[config.mk]
export PLATFORM = sky130hd
export DESIGN_NAME = t16_timer
export DESIGN_NICKNAME = d
export VERILOG_FILES = /design/src/rtl/t16_pkg.sv /design/src/rtl/t16_prescaler.sv /design/src/rtl/t16_wave_unit.sv /design/src/rtl/t16_timer.sv
export SDC_FILE = /design/constraint.sdc
export NUM_CORES = 1
export LEC_CHECK = 0
export BUFFER_PORTS_ARGS = -buffer_cell sky130_fd_sc_hd__buf_2
export CAP_MARGIN = 20
export CORE_UTILIZATION = 56
export CTS_CLUSTER_SIZE = 12
export DETAILED_ROUTE_END_ITERATION = 8
export PLACE_DENSITY = 0.78
export SYNTH_ARGS = -nofsm -noshare
export SYNTH_HDL_FRONTEND = slang
export SYNTH_SLANG_ARGS = --single-unit
export TNS_END_PERCENT = 50
[constraint.sdc]
create_clock -name clk_i -period 2.8 [get_ports clk_i]
set_clock_uncertainty 0.15 [all_clocks]
set_input_delay 0 -clock clk_i [delete_from_list [all_inputs] [get_ports clk_i]]
set_output_delay 0 -clock clk_i [all_outputs]
set_load 0.01 [all_outputs]
[src/rtl/t16_pkg.sv]
// Package: register map, field layout, mode codes and prescaler figures of the 16-bit timer
package t16_pkg;

  // ----------------------------------------------------------------
  // Register port
  // ----------------------------------------------------------------
  localparam int unsigned ADDR_W = 3;
  localparam int unsigned DATA_W = 16;
  localparam logic [2:0] ADR_CTRL = 3'h0;
  localparam logic [2:0] ADR_COUNT = 3'h1;
  localparam logic [2:0] ADR_CMPA = 3'h2;
  localparam logic [2:0] ADR_CMPB = 3'h3;
  localparam logic [2:0] ADR_CAPT = 3'h4;
  localparam logic [2:0] ADR_FLAGS = 3'h5;
  localparam logic [2:0] ADR_FORCE = 3'h6;
  localparam logic [2:0] ADR_WAVE = 3'h7;

  // ----------------------------------------------------------------
  // Control register fields
  // ----------------------------------------------------------------
  localparam int unsigned MODE_W = 4;
  localparam int unsigned CS_W = 3;
  localparam int unsigned CTRL_MODE_LSB = 0;
  localparam int unsigned CTRL_ACTA_LSB = 4;
  localparam int unsigned CTRL_ACTB_LSB = 6;
  localparam int unsigned CTRL_CS_LSB = 8;
  localparam int unsigned CTRL_DIRA = 11;
  localparam int unsigned CTRL_DIRB = 12;
  localparam int unsigned CTRL_W = 13;

  // Flag register bits, write one to clear
  localparam int unsigned FLG_OVF = 0;
  localparam int unsigned FLG_CMPA = 1;
  localparam int unsigned FLG_CMPB = 2;
  localparam int unsigned FLG_CAPT = 3;
  localparam int unsigned FLG_W = 4;

  // ----------------------------------------------------------------
  // Waveform modes and output actions
  // ----------------------------------------------------------------
  localparam logic [3:0] MODE_NORMAL = 4'h0;
  localparam logic [3:0] MODE_CTC_A = 4'h4;
  localparam logic [3:0] MODE_FPWM8 = 4'h5;
  localparam logic [3:0] MODE_FPWM9 = 4'h6;
  localparam logic [3:0] MODE_FPWM10 = 4'h7;
  localparam logic [3:0] MODE_CTC_CAPT = 4'hC;
  localparam logic [3:0] MODE_FPWM_CAPT = 4'hE;
  localparam logic [3:0] MODE_FPWM_A = 4'hF;
  localparam logic [1:0] ACT_NONE = 2'h0;
  localparam logic [1:0] ACT_TOGGLE = 2'h1;
  localparam logic [1:0] ACT_CLEAR = 2'h2;
  localparam logic [1:0] ACT_SET = 2'h3;

  // Counter extremes and fixed TOP values
  localparam logic [15:0] COUNT_MAX = 16'hFFFF;
  localparam logic [15:0] BOTTOM = 16'h0000;
  localparam logic [15:0] TOP8 = 16'h00FF;
  localparam logic [15:0] TOP9 = 16'h01FF;
  localparam logic [15:0] TOP10 = 16'h03FF;

  // ----------------------------------------------------------------
  // Prescaler: clock select codes and last count of each divider
  // ----------------------------------------------------------------
  localparam int unsigned PRE_W = 10;
  localparam logic [2:0] CS_STOP = 3'h0;
  localparam logic [2:0] CS_DIV1 = 3'h1;
  localparam logic [2:0] CS_DIV8 = 3'h2;
  localparam logic [2:0] CS_DIV64 = 3'h3;
  localparam logic [2:0] CS_DIV256 = 3'h4;
  localparam logic [2:0] CS_DIV1024 = 3'h5;
  localparam logic [9:0] PRE_LAST8 = 10'h007;
  localparam logic [9:0] PRE_LAST64 = 10'h03F;
  localparam logic [9:0] PRE_LAST256 = 10'h0FF;
  localparam logic [9:0] PRE_LAST1024 = 10'h3FF;

endpackage

[src/rtl/t16_prescaler.sv]
// Prescaler: one-cycle timer clock enable from the I/O clock
`timescale 1ns/1ps

module t16_prescaler
(
  input wire logic clk_i,
  input wire logic rst_i,
  input wire logic [t16_pkg::CS_W-1:0] clk_sel_i,
  output logic tick_o
);
  import t16_pkg::*;

  typedef struct packed {
    logic [PRE_W-1:0] cnt;
    logic tick;
  } t16_pre_s;

  t16_pre_s st_ff;
  t16_pre_s nxt_st;

  // Last count before the enable for each select code
  function automatic logic [PRE_W-1:0] last_of(input logic [CS_W-1:0] sel);
    case (sel)
      CS_DIV8: last_of = PRE_LAST8;
      CS_DIV64: last_of = PRE_LAST64;
      CS_DIV256: last_of = PRE_LAST256;
      CS_DIV1024: last_of = PRE_LAST1024;
      default: last_of = '0;
    endcase
  endfunction

  // Divider; a stopped clock also parks the count so a restart is aligned
  always_comb
  begin
    nxt_st = st_ff;
    nxt_st.tick = 1'b0;
    if (clk_sel_i == CS_STOP || clk_sel_i > CS_DIV1024)
      nxt_st.cnt = '0;
    else if (st_ff.cnt >= last_of(clk_sel_i))
    begin
      nxt_st.cnt = '0;
      nxt_st.tick = 1'b1;
    end
    else
      nxt_st.cnt = st_ff.cnt + 1'b1;
  end

  // State register
  always_ff @(posedge clk_i)
  begin
    if (rst_i)
      st_ff <= '0;
    else
      st_ff <= nxt_st;
  end

  assign tick_o = st_ff.tick;

endmodule

[src/rtl/t16_wave_unit.sv]
// Waveform state of one compare channel
`timescale 1ns/1ps

module t16_wave_unit
(
  input wire logic clk_i,
  input wire logic rst_i,
  input wire logic [1:0] action_i,
  input wire logic pwm_i,
  input wire logic toggle_ok_i,
  input wire logic match_i,
  input wire logic bottom_i,
  input wire logic force_i,
  output logic wave_o
);
  import t16_pkg::*;

  typedef struct packed {
    logic wave;
  } t16_wave_s;

  t16_wave_s st_ff;
  t16_wave_s nxt_st;

  // Action on match; in PWM the wrap to BOTTOM wins so compare == TOP is a flat level
  always_comb
  begin
    nxt_st = st_ff;
    if (!pwm_i)
    begin
      if (match_i || force_i)
      begin
        case (action_i)
          ACT_TOGGLE: nxt_st.wave = ~st_ff.wave;
          ACT_CLEAR: nxt_st.wave = 1'b0;
          ACT_SET: nxt_st.wave = 1'b1;
          default: nxt_st.wave = st_ff.wave;
        endcase
      end
    end
    else
    begin
      case (action_i)
        ACT_TOGGLE: if (toggle_ok_i && match_i) nxt_st.wave = ~st_ff.wave;
        ACT_CLEAR: if (bottom_i) nxt_st.wave = 1'b1; else if (match_i) nxt_st.wave = 1'b0;
        ACT_SET: if (bottom_i) nxt_st.wave = 1'b0; else if (match_i) nxt_st.wave = 1'b1;
        default: nxt_st.wave = st_ff.wave;
      endcase
    end
  end

  // State register, cleared by reset
  always_ff @(posedge clk_i)
  begin
    if (rst_i)
      st_ff <= '0;
    else
      st_ff <= nxt_st;
  end

  assign wave_o = st_ff.wave;
endmodule

[src/rtl/t16_timer.sv]
// Top of the 16-bit timer/counter: registers, counter, compare and flag logic
//
// The register offsets and strobed register access were chosen for this implementation.
`timescale 1ns/1ps

module t16_timer
(
  input wire logic clk_i,
  input wire logic rst_i,
  input wire logic [t16_pkg::ADDR_W-1:0] addr_i,
  input wire logic [t16_pkg::DATA_W-1:0] wr_data_i,
  input wire logic wr_i,
  input wire logic rd_i,
  input wire logic port_a_i,
  input wire logic port_b_i,
  output logic [t16_pkg::DATA_W-1:0] rd_data_o,
  output logic pin_a_o,
  output logic pin_a_oe_o,
  output logic pin_b_o,
  output logic pin_b_oe_o
);
  import t16_pkg::*;

  // ----------------------------------------------------------------
  // State
  // ----------------------------------------------------------------
  typedef struct packed {
    logic [CTRL_W-1:0] ctrl;
    logic [DATA_W-1:0] count;
    logic [1:0][DATA_W-1:0] cmp;
    logic [1:0][DATA_W-1:0] cbuf;
    logic [DATA_W-1:0] capt;
    logic [FLG_W-1:0] flags;
    logic block;
    logic [DATA_W-1:0] rd_data;
    logic [1:0] pin;
    logic [1:0] pin_oe;
  } t16_state_s;

  t16_state_s st_ff;
  t16_state_s nxt_st;

  logic tick;
  logic [MODE_W-1:0] mode;
  logic [1:0][1:0] action;
  logic [1:0] dir;
  logic [1:0] port_in;
  logic pwm;
  logic clear_on_match_mode;
  logic var_top;
  logic capt_top;
  logic [DATA_W-1:0] top;
  logic top_hit;
  logic pwm_top;
  logic wrap;
  logic wr_count;
  logic [1:0] cmp_hit;
  logic [1:0] frc;
  logic [1:0] wave;
  logic [FLG_W-1:0] flg_set;

  // ----------------------------------------------------------------
  // Mode decoding
  // ----------------------------------------------------------------
  function automatic logic is_pwm(input logic [MODE_W-1:0] m);
    is_pwm = (m == MODE_FPWM8) || (m == MODE_FPWM9) || (m == MODE_FPWM10) ||
             (m == MODE_FPWM_CAPT) || (m == MODE_FPWM_A);
  endfunction

  // TOP for each mode; unsupported codes count like normal mode
  function automatic logic [DATA_W-1:0] top_of(input logic [MODE_W-1:0] m,
                                               input logic [DATA_W-1:0] a,
                                               input logic [DATA_W-1:0] c);
    case (m)
      MODE_CTC_A, MODE_FPWM_A: top_of = a;
      MODE_CTC_CAPT, MODE_FPWM_CAPT: top_of = c;
      MODE_FPWM8: top_of = TOP8;
      MODE_FPWM9: top_of = TOP9;
      MODE_FPWM10: top_of = TOP10;
      default: top_of = COUNT_MAX;
    endcase
  endfunction

  // Write mask for compare values; fixed TOP values are all-ones masks
  function automatic logic [DATA_W-1:0] fix_mask(input logic [MODE_W-1:0] m);
    case (m)
      MODE_FPWM8: fix_mask = TOP8;
      MODE_FPWM9: fix_mask = TOP9;
      MODE_FPWM10: fix_mask = TOP10;
      default: fix_mask = COUNT_MAX;
    endcase
  endfunction

  // Control fields
  assign mode = st_ff.ctrl[CTRL_MODE_LSB +: MODE_W];
  assign action[0] = st_ff.ctrl[CTRL_ACTA_LSB +: 2];
  assign action[1] = st_ff.ctrl[CTRL_ACTB_LSB +: 2];
  assign dir = {st_ff.ctrl[CTRL_DIRB], st_ff.ctrl[CTRL_DIRA]};
  assign port_in = {port_b_i, port_a_i};
  assign pwm = is_pwm(mode);
  assign clear_on_match_mode = (mode == MODE_CTC_A) || (mode == MODE_CTC_CAPT);
  assign capt_top = (mode == MODE_CTC_CAPT) || (mode == MODE_FPWM_CAPT);
  assign var_top = clear_on_match_mode || capt_top || (mode == MODE_FPWM_A);
  assign top = top_of(mode, st_ff.cmp[0], st_ff.capt);

  // ----------------------------------------------------------------
  // Timer clock enable
  // ----------------------------------------------------------------
  t16_prescaler u_pre
  (
    .clk_i(clk_i),
    .rst_i(rst_i),
    .clk_sel_i(st_ff.ctrl[CTRL_CS_LSB +: CS_W]),
    .tick_o(tick)
  );

  // ----------------------------------------------------------------
  // Match and event detection
  // ----------------------------------------------------------------
  // Equality only: a TOP written below the count is simply passed by
  assign wr_count = wr_i && (addr_i == ADR_COUNT);
  assign top_hit = tick && (st_ff.count == top) && !(st_ff.block && var_top);
  assign pwm_top = top_hit && pwm;
  assign wrap = tick && (st_ff.count == COUNT_MAX);
  assign cmp_hit[0] = tick && !st_ff.block && (st_ff.count == st_ff.cmp[0]);
  assign cmp_hit[1] = tick && !st_ff.block && (st_ff.count == st_ff.cmp[1]);
  assign frc = (wr_i && addr_i == ADR_FORCE && !pwm) ? wr_data_i[1:0] : 2'b00;

  // Flag sources
  assign flg_set[FLG_OVF] = pwm ? pwm_top : wrap;
  assign flg_set[FLG_CMPA] = cmp_hit[0];
  assign flg_set[FLG_CMPB] = cmp_hit[1];
  assign flg_set[FLG_CAPT] = top_hit && capt_top;

  // ----------------------------------------------------------------
  // Waveform units
  // ----------------------------------------------------------------
  for (genvar g = 0; g < 2; g++)
  begin : g_wave
    t16_wave_unit u_wave
    (
      .clk_i(clk_i),
      .rst_i(rst_i),
      .action_i(action[g]),
      .pwm_i(pwm),
      .toggle_ok_i((g == 0) && (mode == MODE_FPWM_A)),
      .match_i(cmp_hit[g]),
      .bottom_i(pwm_top),
      .force_i(frc[g]),
      .wave_o(wave[g])
    );
  end

  // ----------------------------------------------------------------
  // Next state
  // ----------------------------------------------------------------
  always_comb
  begin
    nxt_st = st_ff;

    // Control and capture written directly; mode never touches the action fields
    if (wr_i && addr_i == ADR_CTRL)
      nxt_st.ctrl = wr_data_i[CTRL_W-1:0];
    if (wr_i && addr_i == ADR_CAPT)
      nxt_st.capt = wr_data_i;

    // Counter: a software write wins over the enable in the same cycle
    if (wr_count)
      nxt_st.count = wr_data_i;
    else if (tick)
    begin
      if (top_hit && (clear_on_match_mode || pwm))
        nxt_st.count = BOTTOM;
      else
        nxt_st.count = DATA_W'(st_ff.count + 1'b1);
    end

    // Match blocking lasts until one timer tick has been swallowed
    if (wr_count)
      nxt_st.block = 1'b1;
    else if (tick)
      nxt_st.block = 1'b0;

    // Compare channels: buffered in PWM, direct otherwise
    for (int i = 0; i < 2; i++)
    begin
      if (pwm_top)
        nxt_st.cmp[i] = st_ff.cbuf[i];
      if (wr_i && addr_i == ((i == 0) ? ADR_CMPA : ADR_CMPB))
        nxt_st.cbuf[i] = wr_data_i & fix_mask(mode);
      if (!pwm)
        nxt_st.cmp[i] = nxt_st.cbuf[i];
    end

    // Flags: a set in the clearing cycle survives
    nxt_st.flags = st_ff.flags;
    if (wr_i && addr_i == ADR_FLAGS)
      nxt_st.flags = st_ff.flags & ~wr_data_i[FLG_W-1:0];
    nxt_st.flags = nxt_st.flags | flg_set;

    // Read data stands only in the cycle after the strobe
    nxt_st.rd_data = '0;
    if (rd_i)
    begin
      case (addr_i)
        ADR_CTRL: nxt_st.rd_data = {{(DATA_W - CTRL_W){1'b0}}, st_ff.ctrl};
        ADR_COUNT: nxt_st.rd_data = st_ff.count;
        ADR_CMPA: nxt_st.rd_data = st_ff.cbuf[0];
        ADR_CMPB: nxt_st.rd_data = st_ff.cbuf[1];
        ADR_CAPT: nxt_st.rd_data = st_ff.capt;
        ADR_FLAGS: nxt_st.rd_data = {{(DATA_W - FLG_W){1'b0}}, st_ff.flags};
        ADR_WAVE: nxt_st.rd_data = {{(DATA_W - 2){1'b0}}, wave};
        default: nxt_st.rd_data = '0;
      endcase
    end

    // Pin override by the wave state; direction alone decides driving
    for (int i = 0; i < 2; i++)
    begin
      nxt_st.pin[i] = (action[i] != ACT_NONE) ? wave[i] : port_in[i];
      nxt_st.pin_oe[i] = dir[i];
    end
  end

  // ----------------------------------------------------------------
  // State register
  // ----------------------------------------------------------------
  // Full clear leaves normal mode with the clock stopped
  always_ff @(posedge clk_i)
  begin
    if (rst_i)
      st_ff <= '0;
    else
      st_ff <= nxt_st;
  end

  // Outputs straight from the state register
  assign rd_data_o = st_ff.rd_data;
  assign pin_a_o = st_ff.pin[0];
  assign pin_b_o = st_ff.pin[1];
  assign pin_a_oe_o = st_ff.pin_oe[0];
  assign pin_b_oe_o = st_ff.pin_oe[1];

  // Helper: a count write stays pending until one timer tick has gone by, however long the clock stops
  logic blk_seen_ff;
  always_ff @(posedge clk_i)
  begin
    if (rst_i)
      blk_seen_ff <= 1'b0;
    else if (wr_count)
      blk_seen_ff <= 1'b1;
    else if (tick)
      blk_seen_ff <= 1'b0;
  end
endmodule

==> results.json, run 1 <==
{
  "fin_setup_tns_ns": -1.431,
  "die_y_um": 123.8,
  "synth-seq-area-share_pct": 35.41,
  "slew_headroom_pct": 39.21,
  "dp_cells": 1263,
  "fmax_ghz": 0.3453,
  "num_vias": 8418,
  "cts_tree": "done",
  "synth_area_um2": 8312,
  "io_buffers": 44,
  "hp-class": "in -> reg",
  "area_growth_pct": 19.69,
  "drv_cap": 0,
  "grt_pass1_wl_um": 43110,
  "dr.pass1.iters": 8,
  "grt_max_degree": 37,
  "gp_congestion": 0.9913,
  "ys_async_sr_fraction_pct": 0,
  "endpoint_kind": "register",
  "cts_max_level": 4,
  "ir_drop_mv": 0.4705,
  "syn-num-nets": 1099,
  "num_rows": 44,
  "antenna_cells": 0,
  "hold_depth": 5,
  "worstSetupPathType": "reg -> reg",
  "ys.flop_type": "dfxtp_1",
  "synth_cells": 1055,
  "status": "finished with violations",
  "die_w_um": 123.8,
  "period_share_pct": 103.4,
  "final_common_cell": "nand2_1",
  "ys_types": 72,
  "crit-reg2reg-launch": "mode[1]",
  "slew_violations": 0,
  "ys_warn_count": 0,
  "core_area_um2": 14530,
  "numCtsBuffers": 17,
  "drive_above_1_share_pct": 18.84,
  "initial_core_util_pct": 57.19,
  "critical-path-slowest-cell": "or4_4",
  "grt_use_total_pct": 38.27,
  "fin_cells": 1320,
  "dp_hpwl_um": 19780,
  "crit_fanout": 21,
  "power_density_nw_per_um2": 503.8,
  "cp-start-kind": "register",
  "finalCriticalPeriod_ns": 2.896,
  "antenna_found_initial": 0,
  "r2r_cells": 11,
  "clk_latency_ns": 0.43,
  "post-route-util_pct": 68.45,
  "synth-seq-cells": 147,
  "clock_path_buffers": 2,
  "critPathRequiredTime_ns": 2.97,
  "synth_edf_count": 0,
  "rsz0062_at_grt": "yes",
  "wire_per_inst_um": 21.60,
  "drtIter0Drc": 1031,
  "cts.sinks": 147,
  "hp-start": "addr_i[2]",
  "holdPathEnd": "rd_data_o[0]",
  "cts_root_buf": "clkbuf_16",
  "rrSetupSlack_ns": -0.1,
  "grt_pass1_vias": 7594,
  "viasPerCell": 6.377,
  "r2r_end": "st_ff[93]",
  "nNetsFinal": 1167,
  "cp_common_cell": "buf_12",
  "violations": "negative setup slack",
  "cts.clk_slew.worst_paths_ns": 0.06,
  "slowest_delay_ns": 0.48,
  "wl_um": 28510,
  "synth_area_per_cell_um2": 7.878,
  "arrival_ns": 3.06,
  "finalSetupViolations": 25,
  "finalPower_w": 0.005012,
  "grt.overflow.total": 0,
  "post-route-drc-count": 0,
  "layout_setup_ws_ns": -0.09621,
  "final-hold-violation-count": 0,
  "io_pins": 45,
  "final_cell_mix": "158 x nand2_1, 144 x dfxtp_1, 105 x a21oi_1",
  "tightest_slew_ns": 0.9118,
  "total_leakage_power_nw": 3.757,
  "die_area_um2": 15330,
  "path_cells": "buf_12, or4_4, o211ai_1, o31ai_1, and3_1, o311a_1, buf_6, nand4_4, a21oi_4, buf_12, a221o_1",
  "antenna_left": 0
}
[synth_stat cells, drive strengths merged, types with 6 or more instances]
cell type	count	share of area, %
dfxtp	147	35
and3	14	1.1
nand2	158	7.1
nor3b	15	1.4
xor2	8	0.84
nor4	8	0.60
inv	16	0.72
nand3	34	2.0
a31oi	12	0.90
o21ai	47	2.8
a22oi	24	2.2
nor2	84	3.8
nand4	15	1.2
buf	42	3.2
nand2b	11	0.83
nor3	18	1.3
o211ai	6	0.60
mux2i	16	1.9
ha	19	2.9
and2	18	1.4
xnor2	38	4.0
a21oi	113	7.0
nor2b	19	1.4
mux2	8	1.1
a21o	8	0.72
a221o	18	2.2
clkbuf	58	2.6
[layer usage]
| layer | vias to the layer above | share of wire [%] | track usage [%] |
|---|---|---|---|
| met1 | 3904 | 41 | 49.96 |
| met3 | 118 | 11 | 11.36 |
| met4 | 0 | 5.8 | 23.12 |
| met2 | 517 | 42 | 55.31 |
| li1 | 3879 | - | - |
| met5 | - | 0 | 0 |
[power breakdown]
| part | internal [W] | switching [W] | total, W |
|---|---|---|---|
| clock network | 0.00113 | 0.000930 | 0.00206 |
| registers | 0.00215 | 0.000127 | 0.00228 |
| logic | 0.000299 | 0.000375 | 0.000675 |
| total | 0.00358 | 0.00143 | 0.00501 |
[sequential cells by signal, indices dropped and copies added, names as in the netlist, 2 cells and up]
register	count
g_wave.u_wave.wave_o	2
rd_data_o	16
dir	2
action	4
mode	4
u_pre.st_ff	10
st_ff	104
[logic make-up after synthesis]
| group | synth area share, % |
|---|---|
| and+or+nand+nor | 25.76 |
| AOI/OAI and AO/OA | 21.01 |
| muxes | 3.553 |
| xor gates and xnor gates | 4.847 |
| buffers and inverters | 6.563 |
| DFF | 35.41 |
| adders and majority gates | 2.860 |
[through the flow]
step                      hold slack (ns)  worst slack (ns)  cell area [µm²]
final                             0.02218          -0.09621             9948
after global routing              0.03014           -0.1722             9948
after CTS                        0.001039          -0.07380             9767
after detailed placement           0.1008           -0.3312             8944
after global placement            0.09166           -0.2825             8944
after floorplan                  -0.02155         -0.004347             8314
[worst max path at each step]
| stage | from | to | slack, ns | cells after the start |
|---|---|---|---|---|
| floorplan | st_ff[130] | u_pre.st_ff[1] | -0.004 | 13 |
| global placement | mode[0] | st_ff[89] | -0.28 | 10 |
| detailed placement | mode[0] | st_ff[102] | -0.33 | 10 |
| CTS | mode[1] | st_ff[90] | -0.07 | 11 |
| global route | mode[1] | st_ff[90] | -0.17 | 11 |
| finish | mode[1] | st_ff[93] | -0.1 | 11 |
[area by class of cell]
cell class / instances / area [µm²]
well taps: 184 / 230.2
clock inverters: 13 / 87.58
clock buffers: 19 / 432.9
fillers: 1189 / 4586
flip-flops and latches: 147 / 2947
multi-input cells: 792 / 5024
repair buffers: 149 / 1167
inverters: 16 / 60.06
[critical path, delay by kind of cell, from the launching register on]
kind,cells,cell delay (ns)
compound gates,5,1.06
buf+inv,3,0.46
flops,1,0.33
simple gates,3,0.78
[what timing repair did]
| item | in CTS | in global routing |
|---|---|---|
| buffers inserted | 1 | 9 |
| pin swaps | 22 | 22 |
| endpoints found under the setup margin | 32 | 63 |
| endpoints found under the hold margin | 107 | 0 |
| hold buffers | 22 | 0 |
| gates resized for setup | 20 | 36 |
(Power assumes the default switching activity.)
==> run 2: changes to the inputs <==
--- a/config.mk
+++ b/config.mk
@@ -13,5 +13,6 @@
 export PLACE_DENSITY = 0.78
 export SYNTH_ARGS = -nofsm -noshare
 export SYNTH_HDL_FRONTEND = slang
+export SYNTH_HIERARCHICAL = 1
 export SYNTH_SLANG_ARGS = --single-unit
 export TNS_END_PERCENT = 50
==> results.json, run 2 <==
{
  "yosys-top-cells-count": "169 x nand2_1, 147 x dfxtp_1, 107 x a21oi_1",
  "ys.flop_type": "dfxtp_1",
  "worstSetupPathType": "reg -> reg",
  "dp_cells": 1237,
  "synth_area_leaders": "dfxtp_1 37%, nand2_1 8.0%, a21oi_1 6.7%",
  "drv_cap": 0,
  "tightest_slew_ns": 0.7653,
  "final_cell_mix": "169 x nand2_1, 145 x dfxtp_1, 105 x a21oi_1, 105 x buf_4, 49 x nor2_1",
  "fin_cells": 1306,
  "cts_tree": "done",
  "post-route-drc-count": 0,
  "cts_max_level": 4,
  "share_seq_of_total_power_pct": 43.1,
  "ir_drop_mv": 0.3645,
  "ys_async_sr_fraction_pct": 0,
  "cts.clk_slew.worst_paths_ns": 0.06,
  "wire_per_inst_um": 21.38,
  "cts_root_buf": "clkbuf_16",
  "internal-power_w": 0.003754,
  "synth-seq-area-share_pct": 36.92,
  "numCtsBuffers": 17,
  "synth-seq-cells": 147,
  "finalSetupViolations": 51,
  "crit_path_end": "g_wave[0].u_wave/wave_o",
  "synth_top_family_by_area": "simple AND/OR/NAND/NOR gates",
  "drtIter0Drc": 921,
  "top_register": "st_ff",
  "synth-xor-area-share_pct": 6.264,
  "antenna_found_initial": 0,
  "muxShareOfSynthArea_pct": 6.766,
  "slew_violations": 0,
  "syn-num-nets": 1038,
  "synth_compound_area_share_pct": 19.69,
  "critPathRequiredTime_ns": 3.02,
  "core_area_um2": 13880,
  "layout_setup_ws_ns": -0.5072,
  "status": "finished with violations",
  "cp-startpoint": "mode[0]",
  "initial_core_util_pct": 57.42,
  "synth_top_area_share_pct": 36.92,
  "num_vias": 8166,
  "dr.pass1.iters": 7,
  "grt_pass1_vias": 7792,
  "grt.overflow.total": 0,
  "yosysMostFrequentCell": "nand2_1",
  "synth_area_per_cell_um2": 7.978,
  "grt_use_total_pct": 38.80,
  "synth_area_um2": 7970,
  "r2r_cells": 13,
  "grt_max_degree": 53,
  "crit_fanout": 6,
  "nNetsFinal": 1152,
  "r2r_end": "g_wave[0].u_wave/wave_o",
  "synth_top_cell_by_area": "dfxtp_1",
  "arrival_ns": 3.53,
  "finalCriticalPeriod_ns": 3.307,
  "endpoint_kind": "register",
  "synth_fa_ha_area_share_pct": 2.198,
  "rrSetupSlack_ns": -0.51,
  "antenna_cells": 0,
  "combPwrFrac_pct": 9.2,
  "synth_edf_count": 0,
  "yosys.area_share.simple_pct": 21.93,
  "ys_warn_count": 6,
  "cts.sinks": 147,
  "crit-reg2reg-launch": "mode[0]",
  "final-hold-violation-count": 0,
  "gp_congestion": 1.029,
  "io_pins": 45,
  "clk_latency_ns": 0.44,
  "num_rows": 43,
  "drive_above_1_share_pct": 20.78,
  "period_share_pct": 118.1,
  "final_common_cell": "nand2_1",
  "synth_cells": 999,
  "post-route-util_pct": 71.41,
  "area_growth_pct": 24.36,
  "fmax_ghz": 0.3024,
  "clock_path_buffers": 2,
  "viasPerCell": 6.253,
  "antenna_left": 0,
  "hp-class": "in -> reg",
  "cp-start-kind": "register",
  "total_leakage_power_nw": 4.187,
  "dp_hpwl_um": 18930,
  "io_buffers": 44,
  "violations": "negative setup slack",
  "slew_headroom_pct": 48.86,
  "power_density_nw_per_um2": 507.6,
  "wl_um": 27930,
  "ys_types": 67,
  "die_area_um2": 14710,
  "grt_pass1_wl_um": 42720,
  "die_y_um": 121.3,
  "die_w_um": 121.3,
  "rsz0062_at_grt": "yes",
  "power_switching_w": 0.001277,
  "swShare_pct": 25.39,
  "power.clock.fraction_pct": 47.7,
  "largest_reg_flops": 104
}
-- run 2: cell type report --
class	count	area, µm²
fill	1078	3969
tap	180	225.2
multi-input combinational	744	4604
clock inverter	14	175.2
timing repair buffer	183	1443
clock buffer	18	439.2
sequential	147	2948
inverter	20	77.57
-- run 2: how the worst min path moves through the flow --
| stage | from | end | slack, ns | depth (start not counted) |
|---|---|---|---|---|
| 2_1_floorplan | rst_i | g_wave[0].u_wave/wave_o | -0.08 | 1 |
| 3_3_place_gp | port_a_i | pin_a_o | 0.09 | 3 |
| 3_5_place_dp | port_a_i | pin_a_o | 0.1 | 3 |
| 4_1_cts | addr_i[1] | rd_data_o[3] | 0.008 | 4 |
| 5_1_grt | addr_i[1] | rd_data_o[3] | 0.08 | 4 |
| 6_report | addr_i[1] | rd_data_o[3] | 0.04 | 4 |
-- run 2: kinds of logic (layout without fill, tap and decap cells) --
logic type               Yosys count  count (layout)
XOR/XNOR                          57              57
multiplexers                      51              51
buffers and inverters            108             235
flip-flops                       147             147
adder cells (fa/ha/maj)           14              14
AO/OA/AOI/OAI                    257             257
AND/OR/NAND/NOR                  364             364
other                              1               1
-- run 2: worst max-delay path: stages (launching register included) --
cell and delay (ns):
dfxtp_4 0.36, buf_6 0.12, or4_4 0.50, o211ai_2 0.09
xnor2_1 0.07, or4_1 0.41, a22oi_2 0.19, nand4_1 0.16
or2_4 0.29, inv_4 0.09, nand3b_1 0.09, and3_1 0.19
or4_1 0.39, a21oi_1 0.12
-- run 2: per-stage QoR --
stage	setup WS (ns)	instance area, µm²	TNS, ns	hold slack (ns)	power (W)
CTS	-0.4820	9781	-8.688	0.007831	0.005006
detailed placement	-0.6347	8810	-16.96	0.09606	0.002618
finish	-0.5072	9912	-8.372	0.03941	0.005031
global placement	-0.5963	8810	-15.89	0.09411	0.002613
global route	-0.6154	9912	-14.14	0.07961	0.005157
floorplan	-0.4446	7989	-0.8893	-0.08093	0.002437
-- run 2: timing repair --
item | 4_1_cts | 5_1_grt
gates resized for setup | 13 | 24
endpoints found under the hold margin | 112 | 0
pin swaps | 6 | 5
hold buffers | 24 | 0
setup endpoints to repair | 46 | 52
cloned | 1 | 3
buffers inserted | 5 | 5
-- run 2: per-layer routing --
metal / wire length, µm / GRT usage (%) / share of wire [%] / vias to the layer above
met5: 0 / 0 / 0 / -
met4: 2020 / 27.39 / 7.2 / 0
met3: 2546 / 8.741 / 9.1 / 144
met2: 12570 / 60.65 / 45 / 500
met1: 10790 / 46.95 / 39 / 3785
li1: - / - / - / 3737
-- run 2: power by group through the flow --
stage / Clock (W) / Sequential [W] / Combinational (W)
2_1_floorplan: 0 / 0.00220 / 0.000238
3_3_place_gp: 0 / 0.00221 / 0.000401
3_5_place_dp: 0 / 0.00221 / 0.000406
4_1_cts: 0.00240 / 0.00217 / 0.000439
5_1_grt: 0.00250 / 0.00217 / 0.000490
6_report: 0.00240 / 0.00217 / 0.000462
